==> src/logic/nmtc_pkg.sv <==
// Package for the nested memory type combiner: type encodings and table formats.
// Assumes attribute tables use eight 8-bit entries with the low three bits as the type.
package nmtc_pkg;

  // Memory type encodings as held in attribute table entries.
  localparam logic [2:0] MT_UC  = 3'h0;
  localparam logic [2:0] MT_WC  = 3'h1;
  localparam logic [2:0] MT_WT  = 3'h4;
  localparam logic [2:0] MT_WP  = 3'h5;
  localparam logic [2:0] MT_WB  = 3'h6;
  localparam logic [2:0] MT_UCM = 3'h7;

  // Effective types leaving the combiner, including the two extra kinds.
  typedef enum logic [2:0] {
    NMTC_UC, NMTC_UCM, NMTC_WC, NMTC_WCP, NMTC_WP, NMTC_WT, NMTC_WB, NMTC_CD
  } nmtc_type_t;

  localparam int ATTR_W      = 64;
  localparam int ATTR_ENTRY  = 8;
  localparam int PADDR_W     = 52;
  localparam int PAGE_W      = 2;
  localparam logic [63:0] ATTR_RESET = 64'h0007040600070406;
  localparam int PDP_W       = 64;
  localparam int PDP_VALID   = 0;
  localparam logic [63:0] PDP_RSVD_MASK = 64'h00000000000001E6;

endpackage

==> src/logic/nmtc_if.sv <==
// Interface carrying one attribute lookup between the top and the merge module.
// Assumes both ends sit on the single core clock.
`timescale 1ns/100ps
`default_nettype none
interface nmtc_if;
  import nmtc_pkg::*;
  logic       nested_on;
  logic [2:0] guest_raw;
  logic [2:0] host_raw;
  logic [2:0] range_raw;
  logic       guest_cache_disable;
  logic       host_cache_disable;
  nmtc_type_t result;
  logic       snoop_all;
  logic       combine_writes;
  modport top   (output nested_on, guest_raw, host_raw, range_raw, guest_cache_disable,
                 host_cache_disable, input result, snoop_all, combine_writes);
  modport merge (input nested_on, guest_raw, host_raw, range_raw, guest_cache_disable,
                 host_cache_disable, output result, snoop_all, combine_writes);
endinterface
`default_nettype wire

==> src/logic/nmtc_top.sv <==
// Nested memory type combiner: attribute tables, entry merge and walk helpers.
// Assumes the table walker presents entry fields with a one-cycle write strobe
// and that all inputs are on the mclk domain.
`timescale 1ns/100ps
`default_nettype none
module nmtc_top
(
  input  wire logic                         mclk,                  // Core clock.
  input  wire logic                         rstn,                  // Async reset, active low.
  input  wire logic                         nested_on,             // Nested translation enabled.
  input  wire logic                         guest_entry_operation, // Guest entry pulse.
  input  wire logic                         guest_exit_operation,  // Guest exit pulse.
  input  wire logic [nmtc_pkg::ATTR_W-1:0]  control_block_attr,    // Guest attribute table field.
  input  wire logic                         attr_write,            // Attribute write pulse: host table when nested is off, guest table when on.
  input  wire logic [nmtc_pkg::ATTR_W-1:0]  attr_write_data,       // Value for that write.
  input  wire logic                         guest_cache_disable,   // Guest cache disable.
  input  wire logic                         host_cache_disable,    // Host cache disable.
  input  wire logic [1:0]                   guest_base_bits,       // Guest base {cache off, wt}.
  input  wire logic [1:0]                   nested_base_bits,      // Nested base {cache off, wt}.
  input  wire logic [2:0]                   guest_entry_bits,      // Guest entry {attr, off, wt}.
  input  wire logic [2:0]                   nested_entry_bits,     // Nested entry {attr, off, wt}.
  input  wire logic                         guest_leaf_is_table,   // Type from guest base bits.
  input  wire logic                         nested_leaf_is_table,  // Type from nested base bits.
  input  wire logic [2:0]                   range_type_register,   // Range type of system address.
  input  wire logic [nmtc_pkg::PADDR_W-1:0] sys_addr,              // Final system address.
  input  wire logic [nmtc_pkg::PAGE_W-1:0]  guest_page_size,       // Guest page size code.
  input  wire logic [nmtc_pkg::PAGE_W-1:0]  nested_page_size,      // Nested page size code.
  input  wire logic                         entry_write,           // Entry write strobe.
  input  wire logic                         pdp_read_valid,        // Pointer entry fetched.
  input  wire logic [nmtc_pkg::PDP_W-1:0]   pdp_read_data,         // That pointer entry.
  output var  logic [nmtc_pkg::ATTR_W-1:0]  page_attribute_table,  // Host attribute table.
  output var  logic [nmtc_pkg::ATTR_W-1:0]  guest_attribute_table, // Guest attribute table.
  output var  logic                         entry_valid,           // Entry captured pulse.
  output var  nmtc_pkg::nmtc_type_t         entry_type,            // Captured effective type.
  output var  logic                         entry_snoop_all,       // Captured snoop-all flag.
  output var  logic                         entry_combine,         // Captured combining flag.
  output var  logic [nmtc_pkg::PAGE_W-1:0]  entry_page_size,       // Captured page size.
  output var  logic [nmtc_pkg::PADDR_W-1:0] entry_sys_addr,        // Captured unmasked address.
  output var  logic                         wc_flush,              // Write combiner flush pulse.
  output var  logic                         pdp_fault              // Illegal pointer entry pulse.
);
  import nmtc_pkg::*;

  ////////////////////////////////////////////////////////////////////////////
  // Attribute tables.

  logic [ATTR_W-1:0] host_q;
  logic [ATTR_W-1:0] guest_q;

  wire host_wr  = attr_write & ~nested_on;
  wire guest_wr = attr_write & nested_on;
  wire load_cb  = guest_entry_operation & nested_on;

  always_ff @(posedge mclk or negedge rstn)
  begin
    if (!rstn)
    begin
      host_q  <= ATTR_RESET;
      guest_q <= ATTR_RESET;
    end
    else
    begin
      if (host_wr)
        host_q <= attr_write_data;
      if (load_cb)
        guest_q <= control_block_attr;
      else if (guest_wr)
        guest_q <= attr_write_data;
    end
  end

  always_ff @(posedge mclk or negedge rstn)
  begin
    if (!rstn)
    begin
      page_attribute_table  <= ATTR_RESET;
      guest_attribute_table <= ATTR_RESET;
    end
    else
    begin
      page_attribute_table  <= host_q;
      guest_attribute_table <= guest_q;
    end
  end

  ////////////////////////////////////////////////////////////////////////////
  // Table index selection from base register or entry bits.

  wire [2:0] g_idx = guest_leaf_is_table ? {1'b0, guest_base_bits} : guest_entry_bits;
  wire [2:0] h_idx = nested_leaf_is_table ? {1'b0, nested_base_bits} : nested_entry_bits;
  wire [ATTR_ENTRY-1:0] g_ent = guest_q[g_idx*ATTR_ENTRY +: ATTR_ENTRY];
  wire [ATTR_ENTRY-1:0] h_ent = host_q[h_idx*ATTR_ENTRY +: ATTR_ENTRY];

  nmtc_if lk();

  assign lk.nested_on           = nested_on;
  assign lk.guest_raw           = g_ent[2:0];
  assign lk.host_raw            = h_ent[2:0];
  // Range lookup uses only the final system address; no guest range set exists.
  assign lk.range_raw           = range_type_register;
  assign lk.guest_cache_disable = guest_cache_disable;
  assign lk.host_cache_disable  = host_cache_disable;

  nmtc_merge u_merge
  (
    .m (lk.merge)
  );

  ////////////////////////////////////////////////////////////////////////////
  // Entry capture.

  // Smaller code means smaller page; guest size alone when nested is off.
  wire [PAGE_W-1:0] size_d = (!nested_on) ? guest_page_size
                           : (guest_page_size < nested_page_size) ? guest_page_size
                           : nested_page_size;

  always_ff @(posedge mclk or negedge rstn)
  begin
    if (!rstn)
    begin
      entry_valid     <= 1'b0;
      entry_type      <= NMTC_UC;
      entry_snoop_all <= 1'b0;
      entry_combine   <= 1'b0;
      entry_page_size <= '0;
      entry_sys_addr  <= '0;
    end
    else
    begin
      entry_valid <= entry_write;
      if (entry_write)
      begin
        entry_type      <= lk.result;
        entry_snoop_all <= lk.snoop_all;
        entry_combine   <= lk.combine_writes;
        entry_page_size <= size_d;
        entry_sys_addr  <= sys_addr;
      end
    end
  end

  ////////////////////////////////////////////////////////////////////////////
  // Flush and pointer entry checks.

  // Pointer entries are never cached here; each walk read in nested mode is checked as it
  // arrives, so nothing is flagged when the table base is written.
  wire pdp_bad = pdp_read_valid & pdp_read_data[PDP_VALID] &
                 (|(pdp_read_data & PDP_RSVD_MASK));

  always_ff @(posedge mclk or negedge rstn)
  begin
    if (!rstn)
    begin
      wc_flush  <= 1'b0;
      pdp_fault <= 1'b0;
    end
    else
    begin
      wc_flush  <= guest_entry_operation | guest_exit_operation;
      pdp_fault <= nested_on & pdp_bad;
    end
  end

endmodule
`default_nettype wire

==> src/logic/nmtc_merge.sv <==
// Combinational merge of guest, host and range types into one effective type.
// Assumes raw encodings from attribute tables; unsupported codes are treated as UC.
`timescale 1ns/100ps
`default_nettype none
module nmtc_merge
(
  nmtc_if.merge m  // Lookup in, effective type out.
);
  import nmtc_pkg::*;

  function automatic nmtc_type_t decode(input logic [2:0] raw);
    case (raw)
      MT_UC:   decode = NMTC_UC;
      MT_WC:   decode = NMTC_WC;
      MT_WT:   decode = NMTC_WT;
      MT_WP:   decode = NMTC_WP;
      MT_WB:   decode = NMTC_WB;
      MT_UCM:  decode = NMTC_UCM;
      default: decode = NMTC_UC;
    endcase
  endfunction

  // Guest with host.
  function automatic nmtc_type_t gh(input nmtc_type_t g, input nmtc_type_t h);
    case (g)
      NMTC_UC:  gh = NMTC_UC;
      NMTC_UCM: gh = (h == NMTC_UCM) ? NMTC_UCM : (h == NMTC_WC) ? NMTC_WC : NMTC_UC;
      NMTC_WC:  gh = (h == NMTC_UC || h == NMTC_UCM || h == NMTC_WC) ? NMTC_WC
                     : NMTC_WCP;
      NMTC_WP:  gh = (h == NMTC_WP || h == NMTC_WB) ? NMTC_WP : NMTC_UC;
      NMTC_WT:  gh = (h == NMTC_WT || h == NMTC_WB) ? NMTC_WT : NMTC_UC;
      NMTC_WB:  gh = (h == NMTC_UCM) ? NMTC_UC : h;
      default:  gh = NMTC_UC;
    endcase
  endfunction

  // Combined type with range type.
  function automatic nmtc_type_t pr(input nmtc_type_t p, input nmtc_type_t r);
    case (p)
      NMTC_UC:  pr = (r == NMTC_UC) ? NMTC_UC : NMTC_CD;
      NMTC_UCM: pr = (r == NMTC_UC) ? NMTC_UC : (r == NMTC_WC) ? NMTC_WC : NMTC_CD;
      NMTC_WC:  pr = NMTC_WC;
      NMTC_WCP: pr = (r == NMTC_UC || r == NMTC_WC) ? NMTC_WC : NMTC_WCP;
      NMTC_WP:  pr = (r == NMTC_UC) ? NMTC_UC : (r == NMTC_WP || r == NMTC_WB) ? NMTC_WP
                     : NMTC_CD;
      NMTC_WT:  pr = (r == NMTC_UC) ? NMTC_UC : (r == NMTC_WT || r == NMTC_WB) ? NMTC_WT
                     : NMTC_CD;
      NMTC_WB:  pr = (r == NMTC_UCM) ? NMTC_UC : r;
      default:  pr = NMTC_UC;
    endcase
  endfunction

  wire nmtc_type_t g_t      = decode(m.guest_raw);
  wire nmtc_type_t h_t      = decode(m.host_raw);
  wire nmtc_type_t r_t      = decode(m.range_raw);
  // Off: guest table ignored entirely, host type alone meets the range type.
  wire nmtc_type_t combined = m.nested_on ? gh(g_t, h_t) : h_t;
  wire nmtc_type_t ranged   = pr(combined, r_t);
  wire             cd_any   = m.host_cache_disable | (m.nested_on & m.guest_cache_disable);
  // Cache disable keeps write combining and snooping types but stops caching.
  wire             cacheable = (ranged == NMTC_WB) || (ranged == NMTC_WT) || (ranged == NMTC_WP);

  assign m.result         = (cd_any && cacheable) ? NMTC_CD : ranged;
  assign m.combine_writes = (m.result == NMTC_WC) || (m.result == NMTC_WCP);
  assign m.snoop_all      = (m.result == NMTC_WCP) || (m.result == NMTC_CD);

endmodule
`default_nettype wire

==> config.mk <==
export PLATFORM = sky130hd
export DESIGN_NAME = nmtc_top
export DESIGN_NICKNAME = d
export VERILOG_FILES = /design/src/logic/nmtc_pkg.sv /design/src/logic/nmtc_if.sv /design/src/logic/nmtc_top.sv /design/src/logic/nmtc_merge.sv
export SDC_FILE = /design/constraint.sdc
export NUM_CORES = 1
export LEC_CHECK = 0
export BUFFER_PORTS_ARGS = -buffer_cell sky130_fd_sc_hd__buf_2
export CAP_MARGIN = 25
export CORE_AREA = 2 2 181 183
export DETAILED_ROUTE_END_ITERATION = 12
export DIE_AREA = 0 0 183 185
export MAX_ROUTING_LAYER = met4
export PLACE_DENSITY_LB_ADDON = 0.1
export SLEW_MARGIN = 5
export SYNTH_ARGS = -nofsm -noshare
export SYNTH_HDL_FRONTEND = slang
export SYNTH_SLANG_ARGS = --single-unit
==> constraint.sdc <==
create_clock -name mclk -period 3.1 [get_ports mclk]
set_input_delay 0.93 -clock mclk [delete_from_list [all_inputs] [get_ports mclk]]
set_output_delay 0.93 -clock mclk [all_outputs]
set_load 0.02 [all_outputs]
======== Word level (Yosys, flattened, before mapping) ========
Index checks and enable logic that the tools add are counted.
storage, ports and cells
  output and inout port bits .............. 190
  input port bits ......................... 273
  flip-flop bits (word level) ............. 318
  logic and storage cells ................. 112
operators by class
  muxes and demuxes ....................... 28
  magnitude comparators ................... 1
  shift operators ......................... 2
  bitwise operators ....................... 10
  equal/unequal tests ..................... 42
  reduce and logical (&&, ||, !) cells .... 17
operator list
  operator              count
  $mux W64              2
  $shiftx A64 B7 Y3     2
  $eq A3 B3 Y1 const B  28
  $pmux W3 S5           4
  $mux W3               14
  $eq A3 B1 Y1 const B  7
  $eq A3 B2 Y1 const B  7
  $pmux W3 S7           1
  $logic_or A1 B1 Y1    11
  $mux W2               5
  $logic_not A3 Y1      3
  $and A1 B1 Y1         7
  $reduce_or A6 Y1      1
  $lt A2 B2 Y1          1
  $mux W1               2
  $or A1 B1 Y1          2
  $reduce_bool A2 Y1    1
  $logic_and A1 B1 Y1   1
  $not A1 Y1            1

======== Depth between registers and ports, before layout ========
Gate-level depths: netlist of the first run.
  depth in word-level cells ............... 19
  gate-level depth with buffers ........... 13
  mapped depth without buffers ............ 11

======== Hierarchy ========
From an unflattened synthesis of the first run, not the netlist that was laid out.
unflattened totals
  cells, all modules ...................... 842
  area, all modules ....................... 11,962.7 µm²
modules (own cells, without submodules)
  module      instances  sequential area each (µm²)  cells an instance  area an instance (µm²)
  nmtc_top    1          8,017.7                     788                11,601.1
  nmtc_merge  1          0.0                         54                 361.6

======== Worst setup path after synthesis of the first run ========
OpenSTA, ideal clock, no wires.
  kind .................................... input port to flip-flop
  start ................................... input port nested_leaf_is_table
  end ..................................... register entry_snoop_all
  setup slack ............................. -0.696 ns
  required time ........................... 2.966 ns
  cell stages on the path ................. 12
  setup time .............................. 0.134 ns
  arrival ................................. 3.662 ns
  cells stage by stage .................... buf_6 -> mux2_4 -> mux4_2 -> nor2_2 -> a21oi_2 -> or4b_1 -> o311ai_1 -> o221ai_2 -> mux2_4 -> a311o_1 -> nor4_2 -> nor3_1
on the way
  longest elaborated chain between the ends .. 19
ends and longest elaborated chain
  item                                                     line                                                  text
  from (decl)                                              nmtc_top.sv:23                                        input wire logic nested_leaf_is_table,
  $mux W3 *                                                nmtc_top.sv:90                                        wire [2:0] h_idx = nested_leaf_is_table ? {1'b0, nested_base_bits} : nested_entry_bits;
  $shiftx A64 B7 Y3 *                                      nmtc_top.sv:92                                        wire [ATTR_ENTRY-1:0] h_ent = host_q[h_idx*ATTR_ENTRY +: ATTR_ENTRY];
  $eq A3 B3 Y1 / $eq A3 B1 Y1 (equally long branches)      nmtc_merge.sv:12                                      case (raw)
  $pmux W3 S5 *                                            nmtc_merge.sv:12
  $eq A3 B1 Y1 / $logic_not A3 Y1 (equally long branches)  nmtc_merge.sv:27, nmtc_merge.sv:28, nmtc_merge.sv:32
  $logic_or A1 B1 Y1 (2 in series)                         nmtc_merge.sv:28                                      NMTC_WC: gh = (h == NMTC_UC || h == NMTC_UCM || h == NMTC_WC) ? NMTC_WC
  $mux W1                                                  nmtc_merge.sv:28
  $pmux W3 S5                                              nmtc_merge.sv:25                                      case (g)
  $mux W3 *                                                nmtc_merge.sv:57                                      wire nmtc_type_t combined = m.nested_on ? gh(g_t, h_t) : h_t;
  $eq A3 B3 Y1 (tied with other cells)                     nmtc_merge.sv:39                                      case (p)
  $pmux W3 S7 *                                            nmtc_merge.sv:39
  $eq A3 B3 Y1                                             nmtc_merge.sv:61                                      wire cacheable = (ranged == NMTC_WB) || (ranged == NMTC_WT) || (ranged == NMTC_WP);
  $logic_or A1 B1 Y1 (2 in series)                         nmtc_merge.sv:61
  $logic_and A1 B1 Y1                                      nmtc_merge.sv:63                                      assign m.result = (cd_any && cacheable) ? NMTC_CD : ranged;
  $mux W3 *                                                nmtc_merge.sv:63
  $eq A3 B2 Y1 / $eq A3 B3 Y1 (equally long branches)      nmtc_merge.sv:65                                      assign m.snoop_all = (m.result == NMTC_WCP) || (m.result == NMTC_CD);
  $logic_or A1 B1 Y1 *                                     nmtc_merge.sv:65
  to (signal assigned)                                     nmtc_top.sv:134                                       entry_snoop_all <= lk.snoop_all;
  to (decl)                                                nmtc_top.sv:35                                        output var logic entry_snoop_all,
Every way passes the cells marked *; elsewhere a longest branch is shown, timed or not.
A chain may end at the register's enable or synchronous reset.

======== Worst setup path after layout of the first run ========
Same ends and word-level chain as after synthesis.

==> results of run 1 <==
## through the flow
| stage | TNS (ns) | worst slack (ns) |
|---|---|---|
| after floorplan | -2.15 | -0.696 |
| after global placement | -3.38 | -0.874 |
| after detailed placement | -3.31 | -0.880 |
| after CTS | -0.693 | -0.269 |
| after global routing | -1.11 | -0.365 |
| final | -0.715 | -0.273 |
## power groups by stage
stage | Clock [uW] | Combinational [uW] | Sequential [uW]
6_report | 3960 | 1920 | 5030
5_1_grt | 4280 | 2090 | 5110
4_1_cts | 4110 | 1950 | 5050
3_5_place_dp | 0 | 1910 | 5110
3_3_place_gp | 0 | 1900 | 5100
2_1_floorplan | 0 | 598 | 5470
## per-layer routing
metal	routed length, um	vias up	share of wire
met5	0	-	0
met4	601	0	0.018
met3	2950	44	0.090
met2	15600	303	0.48
met1	13700	3981	0.42
li1	-	3979	-
## state kept, by name, summed over array words and instances (netlist names)
register and count:
entry_combine 1, entry_page_size 2, entry_snoop_all 1, entry_sys_addr 52
entry_type 3, entry_valid 1, guest_attribute_table 64, guest_q 64
host_q 64, page_attribute_table 64, pdp_fault 1, wc_flush 1
## final timing paths
kind | from | end | slack, ns | depth (start not counted)
setup / recovery | nested_leaf_is_table | entry_snoop_all | -0.27 | 12
hold / removal | host_q[29] | page_attribute_table[29] | 0.37 | 0
setup reg to reg | guest_q[18] | entry_snoop_all | 0 | 11
hold reg to reg | host_q[29] | page_attribute_table[29] | 0.37 | 0
max in group asynchronous | rstn | guest_q[30] | 1.76 | 2
min in group asynchronous | rstn | guest_attribute_table[14] | 0.44 | 1
## final cells by class
type	instances	area [um^2]
diodes	5	12.5
clock buffers	61	1090
clock inverters	3	17.5
fillers	2960	16000
inverters	7	26.3
multi-input cells	489	3750
flip-flops and latches	318	8020
well taps	408	510
repair buffers	475	2660
## worst max-delay path, stage by stage
cell and delay, ns:
buf_6 0.10, mux2_4 0.31, mux4_2 0.47, nor2_4 0.12, a21oi_2 0.05, or4b_4 0.55
o311ai_4 0.11, o221ai_4 0.15, mux2_4 0.31, a311o_1 0.36, nor4_2 0.19, nor3_1 0.09
## cells by family after synthesis
family,share of synthesized area
flip-flops,0.675
multiplexers,0.171
AND/OR/NAND/NOR,0.0640
AO/OA/AOI/OAI,0.0699
buffers and inverters,0.0169
adder cells (fa/ha/maj),0.00211
XOR/XNOR,0.000738
## cell usage in the layout (no fill, tap or decap), types with 5 or more instances in the layout
master / instances
a21oi_1: 21
nand4_1: 5
clkbuf_16: 37
o211ai_1: 5
dfstp_2: 48
and3b_1: 7
nor2b_1: 11
buf_12: 7
nand2_1: 75
inv_1: 7
nand2b_1: 5
buf_2: 401
nor2_1: 24
nor3_1: 11
diode_2: 5
dfrtp_1: 270
buf_4: 64
clkbuf_1: 17
o21ai_0: 82
mux2i_1: 63
mux2_2: 116
clkbuf_8: 7
## what timing repair did
action | 4_1_cts | 5_1_grt
endpoints found under the setup margin | 3 | 5
buffers inserted | 1 | 1
gates resized for setup | 9 | 5
pin swaps | 1 | 1
==> summary.md, run 1 <==
| Metric | Value |
|---|---|
| Initial DRT Pass Iterations | `5` |
| Period utilization | `1.09` |
| P_leak | `0.00789 uW` |
| Hold violation count in the final report | `0` |
| Outcome | `finished with violations` |
| Share of cells above drive strength 1 | `0.525` |
| TritonCTS clock tree | `built` |
| Top-count cell post-synth | `dfrtp_1` |
| Routing usage on met2 | `0.320` |
| Failing checks | `negative setup slack` |
| I/O Buffers | `405` |
| Hold Buf Count CTS | `0` |
| Total CTS buffers | `36` |
| DP Area | `14900 um^2` |
| Synth top cells by count | `dfrtp_1, mux2_2, o21ai_0` |
| Largest net degree at the start of global routing | `87` |
| CP Class | `input port to flip-flop` |
| DP HPWL | `24.3 mm` |
| Nets | `1602` |
| Max_cap viols | `0` |
| TritonCTS Sinks | `318` |
| CP arrival | `3.75 ns` |
| Met3 Track Usage GR | `0.0647` |
| Top FF cell, synth | `dfrtp_1` |
| Grt peak-use layer | `met2` |
| Sequential group share of total power | `0.461` |
| Die Footprint | `33900 um^2` |
| Initial drt markers | `382` |
| Switch share | `0.273` |
| Skew final | `0.00773 ns` |
| Netlist Area Pre-Place | `11900 um^2` |
| PwrDens | `678 nW/um^2` |
| Internal | `7930 uW` |
| Max Clock Freq | `0.296 GHz` |
| Routed wire length | `32.8 mm` |
| Largest area contributor in the synthesized netlist | `dfrtp_1` |
| Synth warnings | `0` |
| Boundary Pins | `463` |
| Worst-path maximum fanout | `2` |
| Non-Filler Instances | `1766` |
| # setup viols final | `3` |
| Total GRT Usage | `0.199` |
| Final WS setup | `-0.273 ns` |
| Clk pwr share | `0.363` |
| Met1 GRT Util | `0.245` |
| Top cell type's share of synthesized area | `0.569` |
| Count of different cell masters after synthesis | `55` |
| Syn_area_per_cell | `13.9 um^2` |
| Critical Path End Type | `flip-flop` |
| DRC | `0` |
| Post-Syn Instances | `857` |
| Hold WC Path Type | `flip-flop to flip-flop` |
| Clock Tree Root | `clkbuf_16` |
| Wirelength per Cell | `18.6 um` |
| Switch Pwr | `2980 uW` |
| Placer congestion estimate | `0.813` |
| First-pass GRT wire length | `50.0 mm` |
| Seq/Total Area, Yosys | `0.675` |
| GRT overflow | `0` |
| Max Root-Sink Buffers | `3` |
| Vias in the first global route | `8497` |
| Row count | `66` |
| Comb power frac | `0.176` |
| Mapped Nets | `1132` |
| Number of synthesized flops with an enable pin | `0` |
| Initial core utilization | `0.371` |
| Relative slew slack | `0.573` |
| Vias per std cell | `4.70` |
| Worst VDD drop | `0.000377 V` |
| Post-route cell area | `16100 um^2` |
| Clk_lat worst skew | `0.50 ns` |
| Post-synth ARST share | `1.00` |
| Fin Hold WS | `0.366 ns` |
| Fin crit period | `3.37 ns` |
| Pwr Total | `10900 uW` |
| Layout Utilization | `0.502` |
| Core ar. | `32000 um^2` |
| Placed instance count | `1695` |
| Final Max Slew Viols | `0` |
| Unrepaired setup endpoints after global routing | `yes` |
| Die height | `185 um` |
| Clk slew on worst S/H paths | `0.06 ns` |
| Data required, critical path | `3.48 ns` |
| Ranking of synthesized cells by area | `dfrtp_1, mux2_2, dfstp_2` |
| Die W | `183 um` |
| Seq cells post-synth | `318` |
| Post-route antenna net violation count | `0` |
| Antenna violations before repair | `5` |
| Slew @ Worst Pin | `0.641 ns` |
| Synthesis-to-layout area growth | `35.5%` |
| Worst Setup Start Kind | `input port` |
| DR vias | `8307` |
| Htree depth | `2` |
(Power assumes the default switching activity.)
==> run 2, diff against run 1 <==
- ABC_AREA: not set -> 1
- CORE_AREA: 2 2 181 183 -> not set
- CORE_MARGIN: not set -> 2
- CORE_UTILIZATION: not set -> 40
- DIE_AREA: 0 0 183 185 -> not set
==> summary.md, run 2 <==
| Metric | Value |
|---|---|
| Seq/Total Area, Yosys | `0.661` |
| Antenna violations before repair | `7` |
| DR vias | `9932` |
| Max Root-Sink Buffers | `3` |
| Core ar. | `29700 um^2` |
| Cts repair resizes | `0` |
| Vias per std cell | `4.70` |
| Layout Utilization | `0.536` |
| Worst-path maximum fanout | `12` |
| Clk_lat worst skew | `0.52 ns` |
| Routed wire length | `35.8 mm` |
| Hold violation count in the final report | `0` |
| Max_cap viols | `0` |
| Post-CTS Setup Bufs | `0` |
| CP Class | `input port to flip-flop` |
| Period utilization | `0.839` |
| Die W | `178 um` |
| Most common cell after layout, fill and taps aside | `buf_2` |
| Nets | `1964` |
| Skew final | `0.0242 ns` |
| # setup viols final | `0` |
| Fin Hold WS | `0.355 ns` |
| Die height | `178 um` |
| Initial DRT Pass Iterations | `6` |
| Count of different cell masters after synthesis | `32` |
| Initial drt markers | `557` |
| CP arrival | `2.99 ns` |
| I/O Buffers | `405` |
| Synthesis-to-layout area growth | `31.2%` |
| Hold Buf Count CTS | `0` |
| Data required, critical path | `3.49 ns` |
| Placed instance count | `2042` |
| DRC | `0` |
| Clock Tree Root | `clkbuf_16` |
| Post-route antenna net violation count | `0` |
| Most frequent cells in the layout | `buf_2, nand2_1, dfrtp_1, o21ai_0, inv_1` |
| Post-route cell area | `15900 um^2` |
| Worst Reg-to-Reg Cells | `19` |
| Worst Setup Start Kind | `input port` |
| Syn_area_per_cell | `9.54 um^2` |
| Initial core utilization | `0.408` |
| Share of cells above drive strength 1 | `0.330` |
| Relative slew slack | `0.560` |
| Outcome | `complete, no violations` |
| GRT overflow | `0` |
| Largest area contributor in the synthesized netlist | `dfrtp_1` |
| Worst VDD drop | `0.000411 V` |
| Fin crit period | `2.60 ns` |
| Synth top cells by count | `nand2_1, dfrtp_1, o21ai_0` |
| Post-synth ARST share | `1.00` |
| P_leak | `0.00846 uW` |
| First-pass GRT wire length | `54.4 mm` |
| DP HPWL | `26.0 mm` |
| Boundary Pins | `463` |
| Multi-input logic area | `3410 um^2` |
| Netlist Area Pre-Place | `12100 um^2` |
| Pre-CTS setup slack | `-0.00633 ns` |
| Top FF cell, synth | `dfrtp_1` |
| Row count | `63` |
| Largest net degree at the start of global routing | `83` |
| Final Max Slew Viols | `0` |
| PwrDens | `671 nW/um^2` |
| Htree depth | `2` |
| Total CTS buffers | `35` |
| Non-Filler Instances | `2112` |
| Vias in the first global route | `9919` |
| Number of synthesized flops with an enable pin | `0` |
| Fillers | `2812` |
| Reg area | `8020 um^2` |
| Placer congestion estimate | `0.817` |
| Unrepaired setup endpoints after global routing | `no` |
| Seq cells post-synth | `318` |
| Mapped Nets | `1547` |
| Post-Syn Instances | `1272` |
| Clk slew on worst S/H paths | `0.06 ns` |
| TritonCTS Sinks | `318` |
| TritonCTS clock tree | `built` |
| Critical Path End Type | `flip-flop` |
| Top-count cell post-synth | `nand2_1` |
| Ranking of synthesized cells by area | `dfrtp_1, nand2_1, dfstp_2` |
| Wirelength per Cell | `17.0 um` |
| Total GRT Usage | `0.232` |
| Final WS setup | `0.499 ns` |
| Hold Crit Depth | `0` |
| Hold WC Path Type | `flip-flop to flip-flop` |
| Slew @ Worst Pin | `0.661 ns` |
| Die Footprint | `31700 um^2` |
| Max Clock Freq | `0.384 GHz` |
| Synth warnings | `0` |
| Top cell type's share of synthesized area | `0.557` |
| DP Area | `14800 um^2` |
==> run 2: metal layers <==
layer | part of all wire | track usage
met2 | 0.49 | 0.376
met1 | 0.41 | 0.279
met5 | 0 | -
met3 | 0.090 | 0.0763
met4 | 0.019 | 0.0608
==> run 2: critical path: stages <==
cell,delay [ns]
buf_2,0.13
inv_2,0.07
nand2_2,0.09
nand2_2,0.16
nand2_1,0.10
nand3_1,0.10
nand2_1,0.10
nand2_1,0.05
nand2_1,0.11
nand2_1,0.09
nor2_1,0.14
nand2_1,0.09
nand3_1,0.09
nand2_1,0.05
nand2_1,0.15
nand2_1,0.07
nand3_1,0.11
nand2_1,0.06
nor2_1,0.10
nand2_1,0.08
nand3_1,0.07
nand2_1,0.05
==> run 2: kinds of logic (layout without fill, tap and decap cells) <==
| logic type | count (synthesis) | in the layout | synth area share |
|---|---|---|---|
| buffers and inverters | 183 | 625 | 0.0589 |
| DFF | 318 | 318 | 0.661 |
| and+or+nand+nor | 540 | 540 | 0.180 |
| adders and majority gates | 2 | 2 | 0.00206 |
| AOI/OAI and AO/OA | 228 | 228 | 0.0969 |
| muxes | 1 | 1 | 0.000928 |
| other | 0 | 8 | 0 |
==> run 2: through the flow <==
step                power, uW  setup TNS (ns)
floorplan                5980               0
global placement         6820               0
detailed placement       6860        -0.00665
CTS                     10800               0
global route            11200               0
finish                  10700               0
==> run 2: worst paths after layout <==
check,start,to,slack (ns)
max,guest_leaf_is_table,entry_snoop_all,0.50
max in group asynchronous,rstn,page_attribute_table[34],1.88
max reg2reg,guest_q[1],entry_snoop_all,0.80
min,guest_q[49],guest_attribute_table[49],0.36
min reg2reg,guest_q[49],guest_attribute_table[49],0.36
min in group asynchronous,rstn,entry_sys_addr[4],0.39
==> run 2: power breakdown <==
part | switching [uW] | internal (uW)
Sequential | 219 | 4730
Clock | 1630 | 2280
Combinational | 1220 | 600
Total | 3070 | 7610
==> run 2: area by class of cell <==
cell class              count  area share
well taps                 390      0.0307
multi-input cells         771       0.214
flip-flops and latches    318       0.504
clock buffers              53      0.0643
repair buffers            439       0.153
inverters                 124      0.0292
diodes                      8     0.00126
clock inverters             9     0.00354
==> run 3, diff against run 2 <==
- ABC_AREA: 1 -> 0
- CORE_AREA: not set -> 2 2 181 183
- CORE_MARGIN: 2 -> not set
- CORE_UTILIZATION: 40 -> not set
- DIE_AREA: not set -> 0 0 183 185
- clock period: 3.1 -> 2.4 ns (I/O delays scaled with it)
==> summary.md, run 3 (same netlist as run 1, synthesis figures left out) <==
| Metric | Value |
|---|---|
| Outcome | `finished with violations` |
| Failing checks | `negative setup slack` |
| Max_cap viols | `0` |
| CP delay by family, top | `multiplexers` |
| R2R Setup Slk | `-0.61 ns` |
| TritonCTS Sinks | `318` |
| WP depth | `12` |
| Hold WC Path Type | `input port to asynchronous set/reset pin` |
| Layout Utilization | `0.516` |
| Nets | `1645` |
| Final WS setup | `-0.743 ns` |
| Worst r2r src | `guest_q[18]` |
| Max Clock Freq | `0.318 GHz` |
| Clk slew on worst S/H paths | `0.06 ns` |
| CP arrival | `3.52 ns` |
| Worst Setup Start Kind | `input port` |
| GRT overflow | `0` |
| Final Max Slew Viols | `0` |
| Hold Buf Count CTS | `0` |
| Most frequent cells in the layout | `buf_2, dfrtp_1, mux2_2, buf_4, o21ai_0` |
| Initial core utilization | `0.371` |
| DRC | `0` |
| Share of cells above drive strength 1 | `0.549` |
| Relative slew slack | `0.607` |
| Worst-path maximum fanout | `2` |
| # setup viols final | `5` |
| Crit path buf inv count | `1` |
| Die Footprint | `33900 um^2` |
| Worst setup path start | `nested_leaf_is_table` |
| Row count | `66` |
| PwrDens | `875 nW/um^2` |
| Post-route antenna net violation count | `0` |
| Antenna violations before repair | `9` |
| Comb power frac | `0.185` |
| Wirelength per Cell | `18.3 um` |
| Slew @ Worst Pin | `0.587 ns` |
| Max Root-Sink Buffers | `3` |
| DR vias | `8504` |
| DP HPWL | `25.0 mm` |
| First-pass GRT wire length | `50.7 mm` |
| TritonCTS clock tree | `built` |
| Clock Tree Root | `clkbuf_16` |
| Clk pwr share | `0.368` |
| Switch share | `0.275` |
| Worst Reg-to-Reg Cells | `11` |
| Die height | `185 um` |
| Internal | `10500 uW` |
| CP dominant cell by count | `mux2_4` |
| Fin Hold WS | `0.148 ns` |
| Synthesis-to-layout area growth | `39.3%` |
| Routed wire length | `33.3 mm` |
| CP endpoint | `entry_snoop_all` |
| P_leak | `0.00818 uW` |
| Total GRT Usage | `0.201` |
| Skew final | `0.0166 ns` |
| Clk_lat worst skew | `0.51 ns` |
| Switch Pwr | `3980 uW` |
| Htree depth | `2` |
| Period utilization | `1.31` |
| Largest net degree at the start of global routing | `54` |
| Initial DRT Pass Iterations | `4` |
| Vias in the first global route | `8659` |
| Die W | `183 um` |
| Data required, critical path | `2.78 ns` |
| Vias per std cell | `4.69` |
| Fin crit period | `3.14 ns` |
| Hold violation count in the final report | `0` |
| Critical Path End Type | `flip-flop` |
| Slowest Stage Delay on Critical Path | `0.56 ns` |
| Total CTS buffers | `36` |
| Worst R2R End | `entry_snoop_all` |
| Boundary Pins | `463` |
| CP Class | `input port to flip-flop` |
| I/O Buffers | `405` |
| Initial drt markers | `235` |
| Unrepaired setup endpoints after global routing | `yes` |
| Most common cell after layout, fill and taps aside | `buf_2` |
| Worst path cell trace | `buf_6, mux2_4, mux4_2, nor2_4, a21oi_2, or4b_4, o311ai_4, o221ai_2, mux2_4, a311o_1, nor4_2, nor3_1` |
| Crit-path slowest cell | `or4b_4` |
| Worst VDD drop | `0.000600 V` |
| Core ar. | `32000 um^2` |
| Placer congestion estimate | `0.831` |
| Sequential group share of total power | `0.448` |
## run 3: worst reg2reg max path: stages, from the launching register on
cell	delay, ns
dfstp_2	0.54
o21ai_0	0.07
o22ai_1	0.24
o32ai_1	0.13
a21oi_2	0.19
or4b_4	0.50
o311ai_4	0.10
o221ai_2	0.16
mux2_4	0.32
a311o_1	0.33
nor4_2	0.20
nor3_1	0.07
## run 3: what timing repair did
item	CTS	global route
resized for setup	8	10
endpoints found under the setup margin	5	5
buffers inserted	2	1
pin swaps	10	13
## run 3: final cells by class
class	instances	area, um^2
repair buffers	518	3050
fillers	2946	15500
diodes	9	22.5
clock inverters	10	60.1
inverters	7	26.3
clock buffers	56	1110
well taps	408	510
flip-flops and latches	318	8020
multi-input cells	489	3760
## run 3: layer usage
metal	GRT usage	share of wire	routed length (um)	vias up
li1	-	-	-	4078
met1	0.246	0.42	13800	4074
met2	0.320	0.47	15700	308
met3	0.0722	0.094	3130	44
met4	0.0486	0.017	552	0
met5	-	0	0	-
## run 3: worst min-delay path by stage
stage / depth (start not counted) / end / slack [ns]
floorplan: 0 / page_attribute_table[11] / 0.35
CTS: 1 / entry_sys_addr[20] / 0.15
global route: 1 / entry_sys_addr[20] / 0.16
finish: 1 / entry_sys_addr[20] / 0.15
global placement: 0 / page_attribute_table[29] / 0.35
detailed placement: 0 / page_attribute_table[52] / 0.36
## run 3: stage by stage
step / TNS [ns] / instance area, um^2 / worst slack [ns] / cells / power (uW)
5_1_grt: -3.64 / 16500 / -0.858 / 1815 / 15200
2_1_floorplan: -4.60 / 11900 / -1.19 / 857 / 7830
4_1_cts: -3.04 / 16500 / -0.803 / 1805 / 14700
3_5_place_dp: -5.46 / 15300 / -1.34 / 1737 / 9230
3_3_place_gp: -5.43 / 15300 / -1.34 / 1737 / 9200
6_report: -3.16 / 16500 / -0.743 / 1815 / 14500
## run 3: power by group through the flow
stage / clock [uW] / sequential (uW) / combinational [uW]
2_1_floorplan: 0 / 7060 / 772
5_1_grt: 5730 / 6570 / 2910
3_5_place_dp: 0 / 6580 / 2650
6_report: 5320 / 6480 / 2670
4_1_cts: 5510 / 6500 / 2690
3_3_place_gp: 0 / 6570 / 2640
